**src/inc/rcw_consts.svh**
```systemverilog
// Constants of the radio control word block: field positions, reset values, timing.
// Included by the package and design files; definitions only.
`ifndef RCW_CONSTS_SVH
`define RCW_CONSTS_SVH
`define RCW_WORD_W 32
`define RCW_RAMP_BIT 19
`define RCW_DCX_MODE_BIT 18
`define RCW_REF_HI_BIT 14
`define RCW_REF_LO_BIT 13
`define RCW_LVL_HI 12
`define RCW_LVL_LO 10
`define RCW_HOLD_BIT 9
`define RCW_RX_BIT 8
`define RCW_CHAN_HI 7
`define RCW_CHAN_LO 0
`define RCW_WORD_RST 32'h0000_0000
`define RCW_STROBE_IDLE 1'b1
`define RCW_DIV_BASE 12'h900
`define RCW_REFDIV_12 4'hC
`define RCW_REFDIV_13 4'hD
`define RCW_REF_SEL_12 2'h0
`define RCW_REF_SEL_13 2'h2
`define RCW_FAST_SHIFT 2
`define RCW_MED_SHIFT 4
`define RCW_SLOW_SHIFT 8
`define RCW_ACC_W 16
`endif

```
**src/inc/rcw_pkg.sv**
```systemverilog
// Types of the radio control word block.
// Assumes rcw_consts.svh sits in the include path.
`include "rcw_consts.svh"
package rcw_pkg;
   // Slicer extractor phase, Gray coded along coarse -> fine -> hold
   typedef enum logic [1:0] {
      RCW_PH_COARSE = 2'h0,
      RCW_PH_FINE = 2'h1,
      RCW_PH_HOLD = 2'h3
   } rcw_phase_t;
   // Transmit power in dBm, signed
   typedef logic signed [4:0] rcw_dbm_t;
endpackage : rcw_pkg

```
**src/inc/rcw_sync_if.sv**
```systemverilog
// Synchronised serial data, shift clock and frame strobe signals passed from the top to the shift engine.
// Assumes all signals are on mclk.
`timescale 1ns/1ns
interface rcw_sync_if;
   logic sdata;
   logic sclk_rise;
   logic strobe_lo;
   logic strobe_rise;
   logic strobe_fall;
   modport src (output sdata, output sclk_rise, output strobe_lo, output strobe_rise, output strobe_fall);
   modport dst (input sdata, input sclk_rise, input strobe_lo, input strobe_rise, input strobe_fall);
endinterface : rcw_sync_if

```
**src/verilog/rcw_shift.sv**
```systemverilog
// Serial shift engine: keeps the last 32 bits clocked in while the frame strobe is low.
// Assumes synchronised inputs delivered through rcw_sync_if on mclk.
`timescale 1ns/1ns
`include "rcw_consts.svh"
module rcw_shift
   import rcw_pkg::*;
#(
   parameter int WORD_W = `RCW_WORD_W
)(
   input wire logic mclk,
   input wire logic rst,
   rcw_sync_if.dst sync,
   output logic [WORD_W-1:0] word,
   output logic word_load
);
   typedef struct packed {
      logic [WORD_W-1:0] shift;
      logic [WORD_W-1:0] word;
      logic load;
   } rcw_shift_st_t;
   rcw_shift_st_t s_r;
   rcw_shift_st_t s_nxt;

   // Shift while framed, latch on strobe rise
   always_comb
   begin
      s_nxt = s_r;
      s_nxt.load = 1'b0;
      if (sync.strobe_lo && sync.sclk_rise)
      begin
         s_nxt.shift = {s_r.shift[WORD_W-2:0], sync.sdata};
      end
      if (sync.strobe_rise)
      begin
         s_nxt.word = s_r.shift;
         s_nxt.load = 1'b1;
      end
   end

   always_ff @(posedge mclk)
   begin
      if (rst)
      begin
         s_r <= '{shift: `RCW_WORD_RST, word: `RCW_WORD_RST, load: 1'b0};
      end
      else
      begin
         s_r <= s_nxt;
      end
   end

   assign word = s_r.word;
   assign word_load = s_r.load;
endmodule : rcw_shift

```
**src/verilog/rcw_slicer.sv**
```systemverilog
// Receive slicer level extractor: min/max coarse, integrator refine, slow hold tracking.
// Assumes demodulated samples on mclk and a synchronised timing line.
`timescale 1ns/1ns
`include "rcw_consts.svh"
module rcw_slicer
   import rcw_pkg::*;
#(
   parameter int SAMP_W = 8
)(
   input wire logic mclk,
   input wire logic rst,
   input wire logic rx_on,
   input wire logic dcx_hi,
   input wire logic dcx_mode2,
   input wire logic [SAMP_W-1:0] sample,
   output logic [SAMP_W-1:0] level,
   output rcw_phase_t phase
);
   localparam int AW = SAMP_W + `RCW_ACC_W;
   typedef struct packed {
      rcw_phase_t ph;
      logic [SAMP_W-1:0] mn;
      logic [SAMP_W-1:0] mx;
      logic [AW-1:0] acc;
   } rcw_slc_st_t;
   rcw_slc_st_t s_r;
   rcw_slc_st_t s_nxt;

   // Leaky integrator step toward the sample by 2^-k
   function automatic logic [AW-1:0] leak(input logic [AW-1:0] a, input logic [SAMP_W-1:0] x, input int k);
      logic signed [AW:0] d;
      d = $signed({1'b0, x, {`RCW_ACC_W{1'b0}}}) - $signed({1'b0, a});
      leak = AW'($signed({1'b0, a}) + (d >>> k));
   endfunction : leak

   logic [SAMP_W:0] mid;
   assign mid = (SAMP_W+1)'(s_r.mn) + (SAMP_W+1)'(s_r.mx);

   // Phase sequencing and level estimation
   always_comb
   begin
      s_nxt = s_r;
      if (!rx_on)
      begin
         s_nxt.ph = RCW_PH_COARSE;
         s_nxt.mn = '1;
         s_nxt.mx = '0;
      end
      else
      begin
         case (s_r.ph)
            RCW_PH_COARSE:
            begin
               // Fast min/max while timing line low
               if (sample < s_r.mn) s_nxt.mn = sample;
               if (sample > s_r.mx) s_nxt.mx = sample;
               s_nxt.acc = {mid[SAMP_W:1], {`RCW_ACC_W{1'b0}}};
               if (dcx_hi)
               begin
                  s_nxt.ph = RCW_PH_FINE;
               end
            end
            RCW_PH_FINE:
            begin
               // Mode 1 medium RC, mode 2 straight to slow RC
               s_nxt.acc = leak(s_r.acc, sample, dcx_mode2 ? `RCW_SLOW_SHIFT : `RCW_MED_SHIFT);
               if (!dcx_hi)
               begin
                  s_nxt.ph = RCW_PH_HOLD;
               end
            end
            RCW_PH_HOLD:
            begin
               s_nxt.acc = leak(s_r.acc, sample, `RCW_SLOW_SHIFT + `RCW_SLOW_SHIFT);
            end
            default:
            begin
               s_nxt.ph = RCW_PH_COARSE;
            end
         endcase
      end
   end

   always_ff @(posedge mclk)
   begin
      if (rst)
      begin
         s_r <= '{ph: RCW_PH_COARSE, mn: '1, mx: '0, acc: '0};
      end
      else
      begin
         s_r <= s_nxt;
      end
   end

   assign level = (s_r.ph == RCW_PH_COARSE) ? mid[SAMP_W:1] : s_r.acc[AW-1:`RCW_ACC_W];
   assign phase = s_r.ph;
endmodule : rcw_slicer

```
**src/verilog/rcw_top.sv**
```systemverilog
// Radio control word and DC extraction top: serial word capture, field decode, ramp and slicer control.
// Assumes a free running mclk; serial pins and timing line are asynchronous and synchronised here.
//
// Overview of operation
// - With bit 19 zero, timing line rise turns transmit amplifier on
// - Power spans about 17 dB, steps <=4 dB
// - PLL opens during demodulation unless held
// - Coarse min/max slicer while line low
// - Line rise seeds integrator, refines level
// - Line fall holds offset, tracks slow drift
// - Bit 19 selects transmit ramp sequence
// - Bit 18 selects DC extraction sequence
// - Bits 7..0 channel; divider 2304 plus n
// - Bits 14..13 choose divide by 12/13
// - Bits 12..10 set transmit power level
// - Bit 9 keeps PLL running all slot
// - Bit 8 one receive, zero transmit
// - Last 32 bits kept, latched on rise
// - Codes map -12 to +5 dBm
// - Mode 1 medium+slow RC, mode 2 slow
// - Ramp events per bit 19 on edges
`timescale 1ns/1ns
`include "rcw_consts.svh"
module rcw_top
   import rcw_pkg::*;
#(
   parameter int WORD_W = `RCW_WORD_W,
   parameter int SAMP_W = 8
)(
   input wire logic mclk,
   input wire logic rst,
   input wire logic serial_data,
   input wire logic serial_clk,
   input wire logic serial_frame_strobe,
   input wire logic dc_extract_ctrl,
   input wire logic [SAMP_W-1:0] demod_sample,
   output logic [WORD_W-1:0] radio_control_word,
   output logic rx_mode,
   output logic pll_on,
   output logic [11:0] main_div_ratio,
   output logic [3:0] ref_div_ratio,
   output logic ref_sel_valid,
   output logic [2:0] tx_level,
   output rcw_dbm_t tx_power_dbm,
   output logic preamp_on,
   output logic amp_on,
   output logic ant_sw_tx,
   output logic dcx_mode2,
   output logic [SAMP_W-1:0] slicer_level,
   output rcw_phase_t dcx_phase
);
   // Two-stage synchronisers plus edge history, packed as one state
   typedef struct packed {
      logic [1:0] d_s;
      logic [1:0] c_s;
      logic [1:0] e_s;
      logic [1:0] x_s;
      logic c_q;
      logic e_q;
      logic x_q;
      logic pre;
      logic amp;
      logic ant;
      logic pll;
      logic [2:0] lvl;
      logic [11:0] div;
      logic [3:0] rdiv;
      logic rvalid;
      rcw_dbm_t dbm;
   } rcw_top_st_t;
   rcw_top_st_t s_r;
   rcw_top_st_t s_nxt;
   // Strobe history starts at its idle level, so leaving reset is no false edge
   localparam rcw_top_st_t TOP_RST = '{e_s: {2{`RCW_STROBE_IDLE}}, e_q: `RCW_STROBE_IDLE, default: '0};

   rcw_sync_if sync ();
   logic [WORD_W-1:0] word;
   logic word_load;

   // Level to typical dBm, ascending table
   function automatic rcw_dbm_t lvl_dbm(input logic [2:0] c);
      case (c)
         3'h0: lvl_dbm = -5'sd12;
         3'h1: lvl_dbm = -5'sd9;
         3'h2: lvl_dbm = -5'sd6;
         3'h3: lvl_dbm = -5'sd3;
         3'h4: lvl_dbm = 5'sd0;
         3'h5: lvl_dbm = 5'sd3;
         3'h6: lvl_dbm = 5'sd4;
         default: lvl_dbm = 5'sd5;
      endcase
   endfunction : lvl_dbm

   // Reference code is one of the two known settings
   function automatic logic ref_known(input logic [1:0] code);
      ref_known = (code == `RCW_REF_SEL_12) || (code == `RCW_REF_SEL_13);
   endfunction : ref_known

   // Reference divider ratio for a known code
   function automatic logic [3:0] ref_ratio(input logic [1:0] code);
      if (code == `RCW_REF_SEL_13)
      begin
         ref_ratio = `RCW_REFDIV_13;
      end
      else
      begin
         ref_ratio = `RCW_REFDIV_12;
      end
   endfunction : ref_ratio

   // Synchronised views for the shift engine
   assign sync.sdata = s_r.d_s[1];
   assign sync.sclk_rise = s_r.c_s[1] && !s_r.c_q;
   assign sync.strobe_lo = !s_r.e_s[1];
   assign sync.strobe_rise = s_r.e_s[1] && !s_r.e_q;
   assign sync.strobe_fall = !s_r.e_s[1] && s_r.e_q;

   rcw_shift #(.WORD_W(WORD_W)) u_shift (
      .mclk(mclk),
      .rst(rst),
      .sync(sync.dst),
      .word(word),
      .word_load(word_load)
   );

   logic dcx;
   logic dcx_rise;
   logic dcx_fall;
   assign dcx = s_r.x_s[1];
   assign dcx_rise = dcx && !s_r.x_q;
   assign dcx_fall = !dcx && s_r.x_q;

   // Decode, ramp sequencing and PLL control
   always_comb
   begin
      s_nxt = s_r;
      s_nxt.d_s = {s_r.d_s[0], serial_data};
      s_nxt.c_s = {s_r.c_s[0], serial_clk};
      s_nxt.e_s = {s_r.e_s[0], serial_frame_strobe};
      s_nxt.x_s = {s_r.x_s[0], dc_extract_ctrl};
      s_nxt.c_q = s_r.c_s[1];
      s_nxt.e_q = s_r.e_s[1];
      s_nxt.x_q = s_r.x_s[1];
      if (word_load)
      begin
         s_nxt.div = `RCW_DIV_BASE + 12'(word[`RCW_CHAN_HI:`RCW_CHAN_LO]);
         s_nxt.lvl = word[`RCW_LVL_HI:`RCW_LVL_LO];
         s_nxt.dbm = lvl_dbm(word[`RCW_LVL_HI:`RCW_LVL_LO]);
         // Unknown codes keep the old divider and flag it
         s_nxt.rvalid = ref_known(word[`RCW_REF_HI_BIT:`RCW_REF_LO_BIT]);
         if (ref_known(word[`RCW_REF_HI_BIT:`RCW_REF_LO_BIT]))
         begin
            s_nxt.rdiv = ref_ratio(word[`RCW_REF_HI_BIT:`RCW_REF_LO_BIT]);
         end
      end
      // PLL closes on strobe rise, opens on fall unless held
      if (sync.strobe_rise)
      begin
         s_nxt.pll = 1'b1;
      end
      else if (sync.strobe_fall && !word[`RCW_HOLD_BIT])
      begin
         s_nxt.pll = 1'b0;
      end
      // Transmit ramp, cleared in receive
      if (word[`RCW_RX_BIT])
      begin
         s_nxt.pre = 1'b0;
         s_nxt.amp = 1'b0;
         s_nxt.ant = 1'b0;
      end
      else if (!word[`RCW_RAMP_BIT])
      begin
         // Load pulse, not the raw strobe edge: the new word must pick the sequence
         if (word_load)
         begin
            s_nxt.pre = 1'b1;
         end
         if (dcx_rise)
         begin
            s_nxt.amp = 1'b1;
         end
         if (dcx_fall)
         begin
            s_nxt.ant = 1'b1;
         end
      end
      else
      begin
         if (dcx_rise)
         begin
            s_nxt.pre = 1'b1;
         end
         if (dcx_fall)
         begin
            s_nxt.amp = 1'b1;
            s_nxt.ant = 1'b1;
         end
      end
      // New programming pulse restarts the ramp while the timing line is low
      if (sync.strobe_fall && !dcx)
      begin
         s_nxt.pre = 1'b0;
         s_nxt.amp = 1'b0;
         s_nxt.ant = 1'b0;
      end
   end

   always_ff @(posedge mclk)
   begin
      if (rst)
      begin
         s_r <= TOP_RST;
      end
      else
      begin
         s_r <= s_nxt;
      end
   end

   rcw_slicer #(.SAMP_W(SAMP_W)) u_slicer (
      .mclk(mclk),
      .rst(rst),
      .rx_on(word[`RCW_RX_BIT]),
      .dcx_hi(dcx),
      .dcx_mode2(word[`RCW_DCX_MODE_BIT]),
      .sample(demod_sample),
      .level(slicer_level),
      .phase(dcx_phase)
   );

   assign radio_control_word = word;
   assign rx_mode = word[`RCW_RX_BIT];
   assign pll_on = s_r.pll;
   assign main_div_ratio = s_r.div;
   assign ref_div_ratio = s_r.rdiv;
   assign ref_sel_valid = s_r.rvalid;
   assign tx_level = s_r.lvl;
   assign tx_power_dbm = s_r.dbm;
   assign preamp_on = s_r.pre;
   assign amp_on = s_r.amp;
   assign ant_sw_tx = s_r.ant;
   assign dcx_mode2 = word[`RCW_DCX_MODE_BIT];
endmodule : rcw_top

```
**config.mk**
```make
export PLATFORM = sky130hd
export DESIGN_NAME = rcw_top
export DESIGN_NICKNAME = d
export VERILOG_FILES = /design/src/inc/rcw_pkg.sv /design/src/inc/rcw_sync_if.sv /design/src/verilog/rcw_shift.sv /design/src/verilog/rcw_slicer.sv /design/src/verilog/rcw_top.sv
export VERILOG_INCLUDE_DIRS = /design/src /design/src/inc
export SDC_FILE = /design/constraint.sdc
export NUM_CORES = 1
export LEC_CHECK = 0
export BUFFER_PORTS_ARGS = -buffer_cell sky130_fd_sc_hd__clkbuf_2
export CAP_MARGIN = 20
export CORE_UTILIZATION = 45
export CTS_CLUSTER_DIAMETER = 120
export DETAILED_ROUTE_END_ITERATION = 7
export PLACE_DENSITY_LB_ADDON = 0.12
export RECOVER_POWER = 50
export SYNTH_ARGS = -nofsm -noshare
export SYNTH_HDL_FRONTEND = slang
export SYNTH_HIERARCHICAL = 1
export SYNTH_SLANG_ARGS = --single-unit
```
**constraint.sdc**
```tcl
create_clock -name mclk -period 4.2 [get_ports mclk]
set_input_delay 0.21 -clock mclk [delete_from_list [all_inputs] [get_ports mclk]]
set_output_delay 0.21 -clock mclk [all_outputs]
set_load 0.01 [all_outputs]
```
==> flow_metrics.env, run 1 <==
export IMPL_outcome="finished, violations left"
export IMPL_violations="design-rule violations, max-capacitance violations, max-slew violations, negative setup slack"
export IMPL_leakage_nw=4.34
export IMPL_portBuffers=83
export IMPL_num_rows=49
export IMPL_post_route_util_pct=56.2
export IMPL_diodes=0
export IMPL_grt_ovfl_total=0
export IMPL_drive_above_1_share_pct=22.7
export IMPL_syn_inst=949
export IMPL_p_per_area_nw_per_um2=308
export IMPL_busiest_layer="met2"
export IMPL_viasPerCell=5.30
export IMPL_dieHeight_um=138
export IMPL_htree_levels=4
export IMPL_n_fill_cell=1722
export IMPL_grt_use_met2_pct=33.6
export IMPL_cp_required_ps=4490
export IMPL_path_clk_slew_ps=60
export IMPL_cp_start_kind="register"
export IMPL_arrival_ps=4530
export IMPL_power_w=0.00312
export IMPL_ff2ff_path_depth=17
export IMPL_relSlewSlack_pct=-25.2
export IMPL_holdWs_ps=15.0
export IMPL_final_common_cell="dfxtp_1"
export IMPL_grt_max_degree=107
export IMPL_multiInputGateArea_um2=4980
export IMPL_fin_crit_sh_pct=101
export IMPL_vdd_drop_max_v=0.000265
export IMPL_root_buffer="clkbuf_16"
export IMPL_yosysWarnings=6
export IMPL_clk_latency_ps=430
export IMPL_period_needed_ps=4240
export IMPL_ios=87
export IMPL_cts_tree="built"
export IMPL_clock_sinks=142
export IMPL_mostFrequentLayoutCells="140 x dfxtp_1, 118 x buf_4, 107 x nor2_1"
export IMPL_seq_area_um2=2850
export IMPL_drt_wl_total_mm=20.8
export IMPL_netlist_area_um2=8380
export IMPL_place_ws_ps=-254
export IMPL_grt_pass1_vias=6543
export IMPL_met1_usage_pct=30.1
export IMPL_post_place_cells=1262
export IMPL_synth_avg_cell_area_um2=8.83
export IMPL_skew_ps=10.0
export IMPL_drv_cap=1
export IMPL_tritoncts_num_buffers=17
export IMPL_crit_type="reg2reg"
export IMPL_hold_violations=0
export IMPL_maxSlewViolCount=107
export IMPL_vias=6977
export IMPL_cts_buffer_depth=2
export IMPL_rsz0062_at_grt="yes"
export IMPL_worst_slack_ps=-44.5
export IMPL_core_region_area_um2=18100
export IMPL_hold_depth=2
export IMPL_die_x_um=138
export IMPL_place_congestion=0.888
export IMPL_wl_per_cell_um=15.8
export IMPL_ant_nets=0
export IMPL_start_util_pct=46.3
export IMPL_synthToLayoutAreaGrowth_pct=21.3
export IMPL_worst_slew_pin_transition_ps=1880
export IMPL_grt_pass1_wl_mm=33.4
export IMPL_cp_end_kind="register"
export IMPL_drtIter0Drc=530
export IMPL_drc=22
export IMPL_dr_pass1_iters=7
export IMPL_dp_hpwl_mm=14.9
export IMPL_fp_dieArea_um2=19200
export IMPL_crit_fanout=6
export IMPL_fin_nets=1147
export IMPL_antenna_found_initial=0
export IMPL_setup_viol=4
export IMPL_grt_total_usage_pct=21.8
export IMPL_hp_class="in2reg"
export IMPL_fmaxAchievable_ghz=0.236
export IMPL_instances_no_fill=1317
export IMPL_use_met3_pct=4.71
## per-stage QoR
step	TNS (ps)	instance area (um2)
floorplan	-30.9	8410
global placement	-1450	9170
detailed placement	-1710	9190
CTS	-540	9970
global route	-1800	10200
finish	-108	10200
## final timing paths
| path | end | slack, ps | from |
|---|---|---|---|
| setup / recovery | u_slicer/s_r[21] | -40 | u_slicer/s_r[0] |
| hold / removal | s_nxt[37] | 20 | serial_clk |
| setup reg to reg | u_slicer/s_r[21] | -40 | u_slicer/s_r[0] |
| hold reg to reg | s_nxt[31] | 440 | s_nxt[37] |
## final cells by class
cell class,count,share of cell area [%]
clock inverter,13,1.48
tap,229,2.82
clock buffer,19,4.36
timing repair buffer,210,12.8
inverter,41,1.51
multi-input combinational,663,49.0
sequential,142,28.0
## power breakdown
group | switching, W | internal, W | total, W | leakage (nW)
registers | 0.00000466 | 0.00135 | 0.00136 | 1.15
logic | 0.000123 | 0.000105 | 0.000229 | 2.90
clock network | 0.000634 | 0.000904 | 0.00154 | 0.291
total | 0.000762 | 0.00236 | 0.00312 | 4.34
## per-layer routing
| layer | wire, um | vias up |
|---|---|---|
| li1 | - | 3515 |
| met1 | 10100 | 3235 |
| met2 | 9050 | 189 |
| met3 | 1200 | 38 |
| met4 | 433 | 0 |
| met5 | 0 | - |
## what timing repair did
action / 4_1_cts / 5_1_grt
hold buffers: 3 / 0
endpoints found under the setup margin: 9 / 17
hold endpoints to repair: 3 / 0
gates cloned: 0 / 0
setup buffers: 10 / 13
pin swaps: 33 / 47
gates resized for setup: 21 / 42
## worst max-delay path, cell delays in order (launching register included)
cell	delay, ps
dfxtp_2	320
or4_4	540
or3b_4	430
buf_4	180
nor3_2	170
nor2_1	120
and2_1	180
a211oi_2	230
a21oi_2	80
ha_1	360
a21oi_1	240
o21ai_2	140
a211oi_4	360
o21ai_4	110
a211o_1	280
a21oi_2	140
xor2_1	150
o22ai_1	90
## sequential cells by signal (all words and copies together), names as in the netlist
| signal | count |
|---|---|
| u_slicer/phase | 2 |
| pll_on | 1 |
| s_r | 4 |
| dcx | 1 |
| preamp_on | 1 |
| u_slicer/s_r | 40 |
| s_nxt | 6 |
| ref_sel_valid | 1 |
| u_shift/s_r | 32 |
| amp_on | 1 |
| tx_power_dbm | 5 |
| ant_sw_tx | 1 |
| main_div_ratio | 9 |
| u_shift/word_load | 1 |
| u_shift/word | 32 |
| ref_div_ratio | 2 |
| tx_level | 3 |
Note: power is estimated with default switching activity, not from simulation.
==> run 2: changes to the inputs <==
--- a/config.mk
+++ b/config.mk
@@ -14,3 +14,2 @@
 export PLACE_DENSITY_LB_ADDON = 0.12
-export RECOVER_POWER = 50
 export SYNTH_ARGS = -nofsm -noshare
==> constraint.sdc (replaced) <==
create_clock -name mclk -period 4.2 [get_ports mclk]
set_input_delay 0.42 -clock mclk [delete_from_list [all_inputs] [get_ports mclk]]
set_output_delay 0.42 -clock mclk [all_outputs]
set_load 0.01 [all_outputs]
==> run 2 against run 1 <==
Effect of this change:
- the flow finishes with violations (design-rule violations, negative setup slack)
- largest cell class unchanged
- die area did not move
- sequential share of layout area fell by 0.51 points
- utilization rose by 1.0 points
- total power fell by 0.13%
- non-clock buffer count fell by 6
==> flow_metrics.env, run 2 (synthesis gave the netlist of run 1 again) <==
export IMPL_setup_viol=8
export IMPL_rsz0062_at_grt="yes"
export IMPL_final_common_cell="dfxtp_1"
export IMPL_cts_tree="built"
export IMPL_placed_cell_area_um2=9200
export IMPL_crit_chain="or4_4 > or3b_4 > buf_6 > nor4_4 > buf_4 > o21a_4 > nor3_2 > nor2_2 > buf_6 > a21oi_1 > ha_1 > and4_4 > nor4b_4 > a211oi_2 > buf_4 > o21ai_4 > buf_6 > a311oi_4 > xor2_1 > o22ai_1"
export IMPL_ios=87
export IMPL_design_area_um2=10300
export IMPL_dr_pass1_iters=6
export IMPL_antenna_found_initial=0
export IMPL_hold_violations=0
export IMPL_cp_required_ps=4480
export IMPL_portBuffers=83
export IMPL_cpPeakStageDelay_ps=540
export IMPL_path_buf_inv=5
export IMPL_fp_dieArea_um2=19200
export IMPL_start_util_pct=46.3
export IMPL_mostFrequentLayoutCells="140 x dfxtp_1, 116 x buf_4, 106 x nor2_1"
export IMPL_grt_ovfl_total=0
export IMPL_path_clk_slew_ps=60
export IMPL_fin_nets=1141
export IMPL_p_per_area_nw_per_um2=302
export IMPL_viasPerCell=5.25
export IMPL_drc=22
export IMPL_n_fill_cell=1683
export IMPL_cp_start_kind="register"
export IMPL_holdWs_ps=176
export IMPL_ant_nets=0
export IMPL_root_buffer="clkbuf_16"
export IMPL_wl_per_cell_um=15.5
export IMPL_die_x_um=138
export IMPL_hp_class="in2reg"
export IMPL_drive_above_1_share_pct=29.8
export IMPL_arrival_ps=4680
export IMPL_core_region_area_um2=18100
export IMPL_grt_max_degree=69
export IMPL_clock_sinks=142
export IMPL_period_needed_ps=4400
export IMPL_dp_hpwl_mm=14.5
export IMPL_post_place_cells=1263
export IMPL_relSlewSlack_pct=36.3
export IMPL_grt_pass1_wl_mm=32.9
export IMPL_outcome="finished, violations left"
export IMPL_drtIter0Drc=438
export IMPL_clk_latency_ps=420
export IMPL_vias=6888
export IMPL_synthToLayoutAreaGrowth_pct=23.5
export IMPL_crit_type="reg2reg"
export IMPL_skew_ps=9.65
export IMPL_drt_wl_total_mm=20.3
export IMPL_leakage_nw=4.53
export IMPL_fmaxAchievable_ghz=0.227
export IMPL_r2r_setup_slack_ps=-200
export IMPL_violations="design-rule violations, negative setup slack"
export IMPL_maxSlewViolCount=0
export IMPL_cts_buffer_depth=2
export IMPL_fin_crit_sh_pct=105
export IMPL_largest_register_ffs=40
export IMPL_vdd_drop_max_v=0.000266
export IMPL_cp_end_kind="register"
export IMPL_totalNegativeSetupSlack_ps=-1050
export IMPL_cp_top_family="simple AND/OR/NAND/NOR gates"
export IMPL_worst_slack_ps=-200
export IMPL_tritoncts_num_buffers=17
export IMPL_dieHeight_um=138
export IMPL_drv_cap=0
export IMPL_instances_no_fill=1311
export IMPL_holdBufCountCts=0
export IMPL_grt_pass1_vias=6531
export IMPL_worst_slew_pin_transition_ps=955
export IMPL_num_rows=49
export IMPL_critPathMostFrequentCell="buf_6"
export IMPL_worst_path_max_delay_cell="or4_4"
export IMPL_crit_fanout=7
export IMPL_place_congestion=0.847
export IMPL_grt_total_usage_pct=21.3
export IMPL_regMostFlops="u_slicer/s_r"
export IMPL_diodes=0
export IMPL_htree_levels=4
[run 2: cell types whose count changed in the layout (fill, tap and decap cells not counted), moves of 4 or more]
cell      previous run  this run
clkbuf_1            62         1
clkbuf_2            25        82
a21oi_1             47        41
a21oi_2             11        16
ha_1                51        47
xnor2_2              4         0
[run 2: cell type report]
class,instances,area (um2),share of cell area (%)
sequential,142,2850,27.5
multi-input combinational,663,5120,49.5
clock inverter,13,153,1.48
tap,229,287,2.77
clock buffer,19,443,4.28
timing repair buffer,204,1350,13.0
inverter,41,154,1.49
[run 2: timing repair]
| item | CTS | global route |
|---|---|---|
| resized for setup | 37 | 56 |
| hold endpoints to repair | 0 | 0 |
| endpoints found under the setup margin | 15 | 18 |
| buffers inserted | 7 | 10 |
| pin swaps | 46 | 47 |
[run 2: where the power goes]
| group | switching, W | internal (W) | total [W] |
|---|---|---|---|
| clock | 0.000612 | 0.000905 | 0.00152 |
| combinational | 0.000133 | 0.000113 | 0.000246 |
| sequential | 0.00000438 | 0.00135 | 0.00136 |
| total | 0.000749 | 0.00237 | 0.00312 |
[run 2: worst paths after layout]
| kind | startpoint | end | cells after the start |
|---|---|---|---|
| setup reg to reg | u_slicer/s_r[0] | u_slicer/s_r[19] | 20 |
| setup / recovery | u_slicer/s_r[0] | u_slicer/s_r[19] | 20 |
| hold reg to reg | s_nxt[37] | s_nxt[31] | 1 |
| hold / removal | serial_frame_strobe | s_nxt[35] | 2 |
[run 2: through the flow]
stage                     utilization, %  worst slack (ps)  power (W)
after floorplan                        -             -30.9    0.00153
after global routing                57.2              -371    0.00324
after global placement              50.8              -325    0.00160
final                               57.2              -200    0.00312
after CTS                           55.2              -212    0.00314
after detailed placement            50.8              -400    0.00160
[run 2: metal layers]
layer | GRT usage, % | vias up | wire, um
met1 | 30.8 | 3206 | 10300
met4 | 5.44 | 0 | 372
met3 | 4.05 | 28 | 892
li1 | - | 3511 | -
met5 | 0 | - | 0
met2 | 32.5 | 143 | 8740
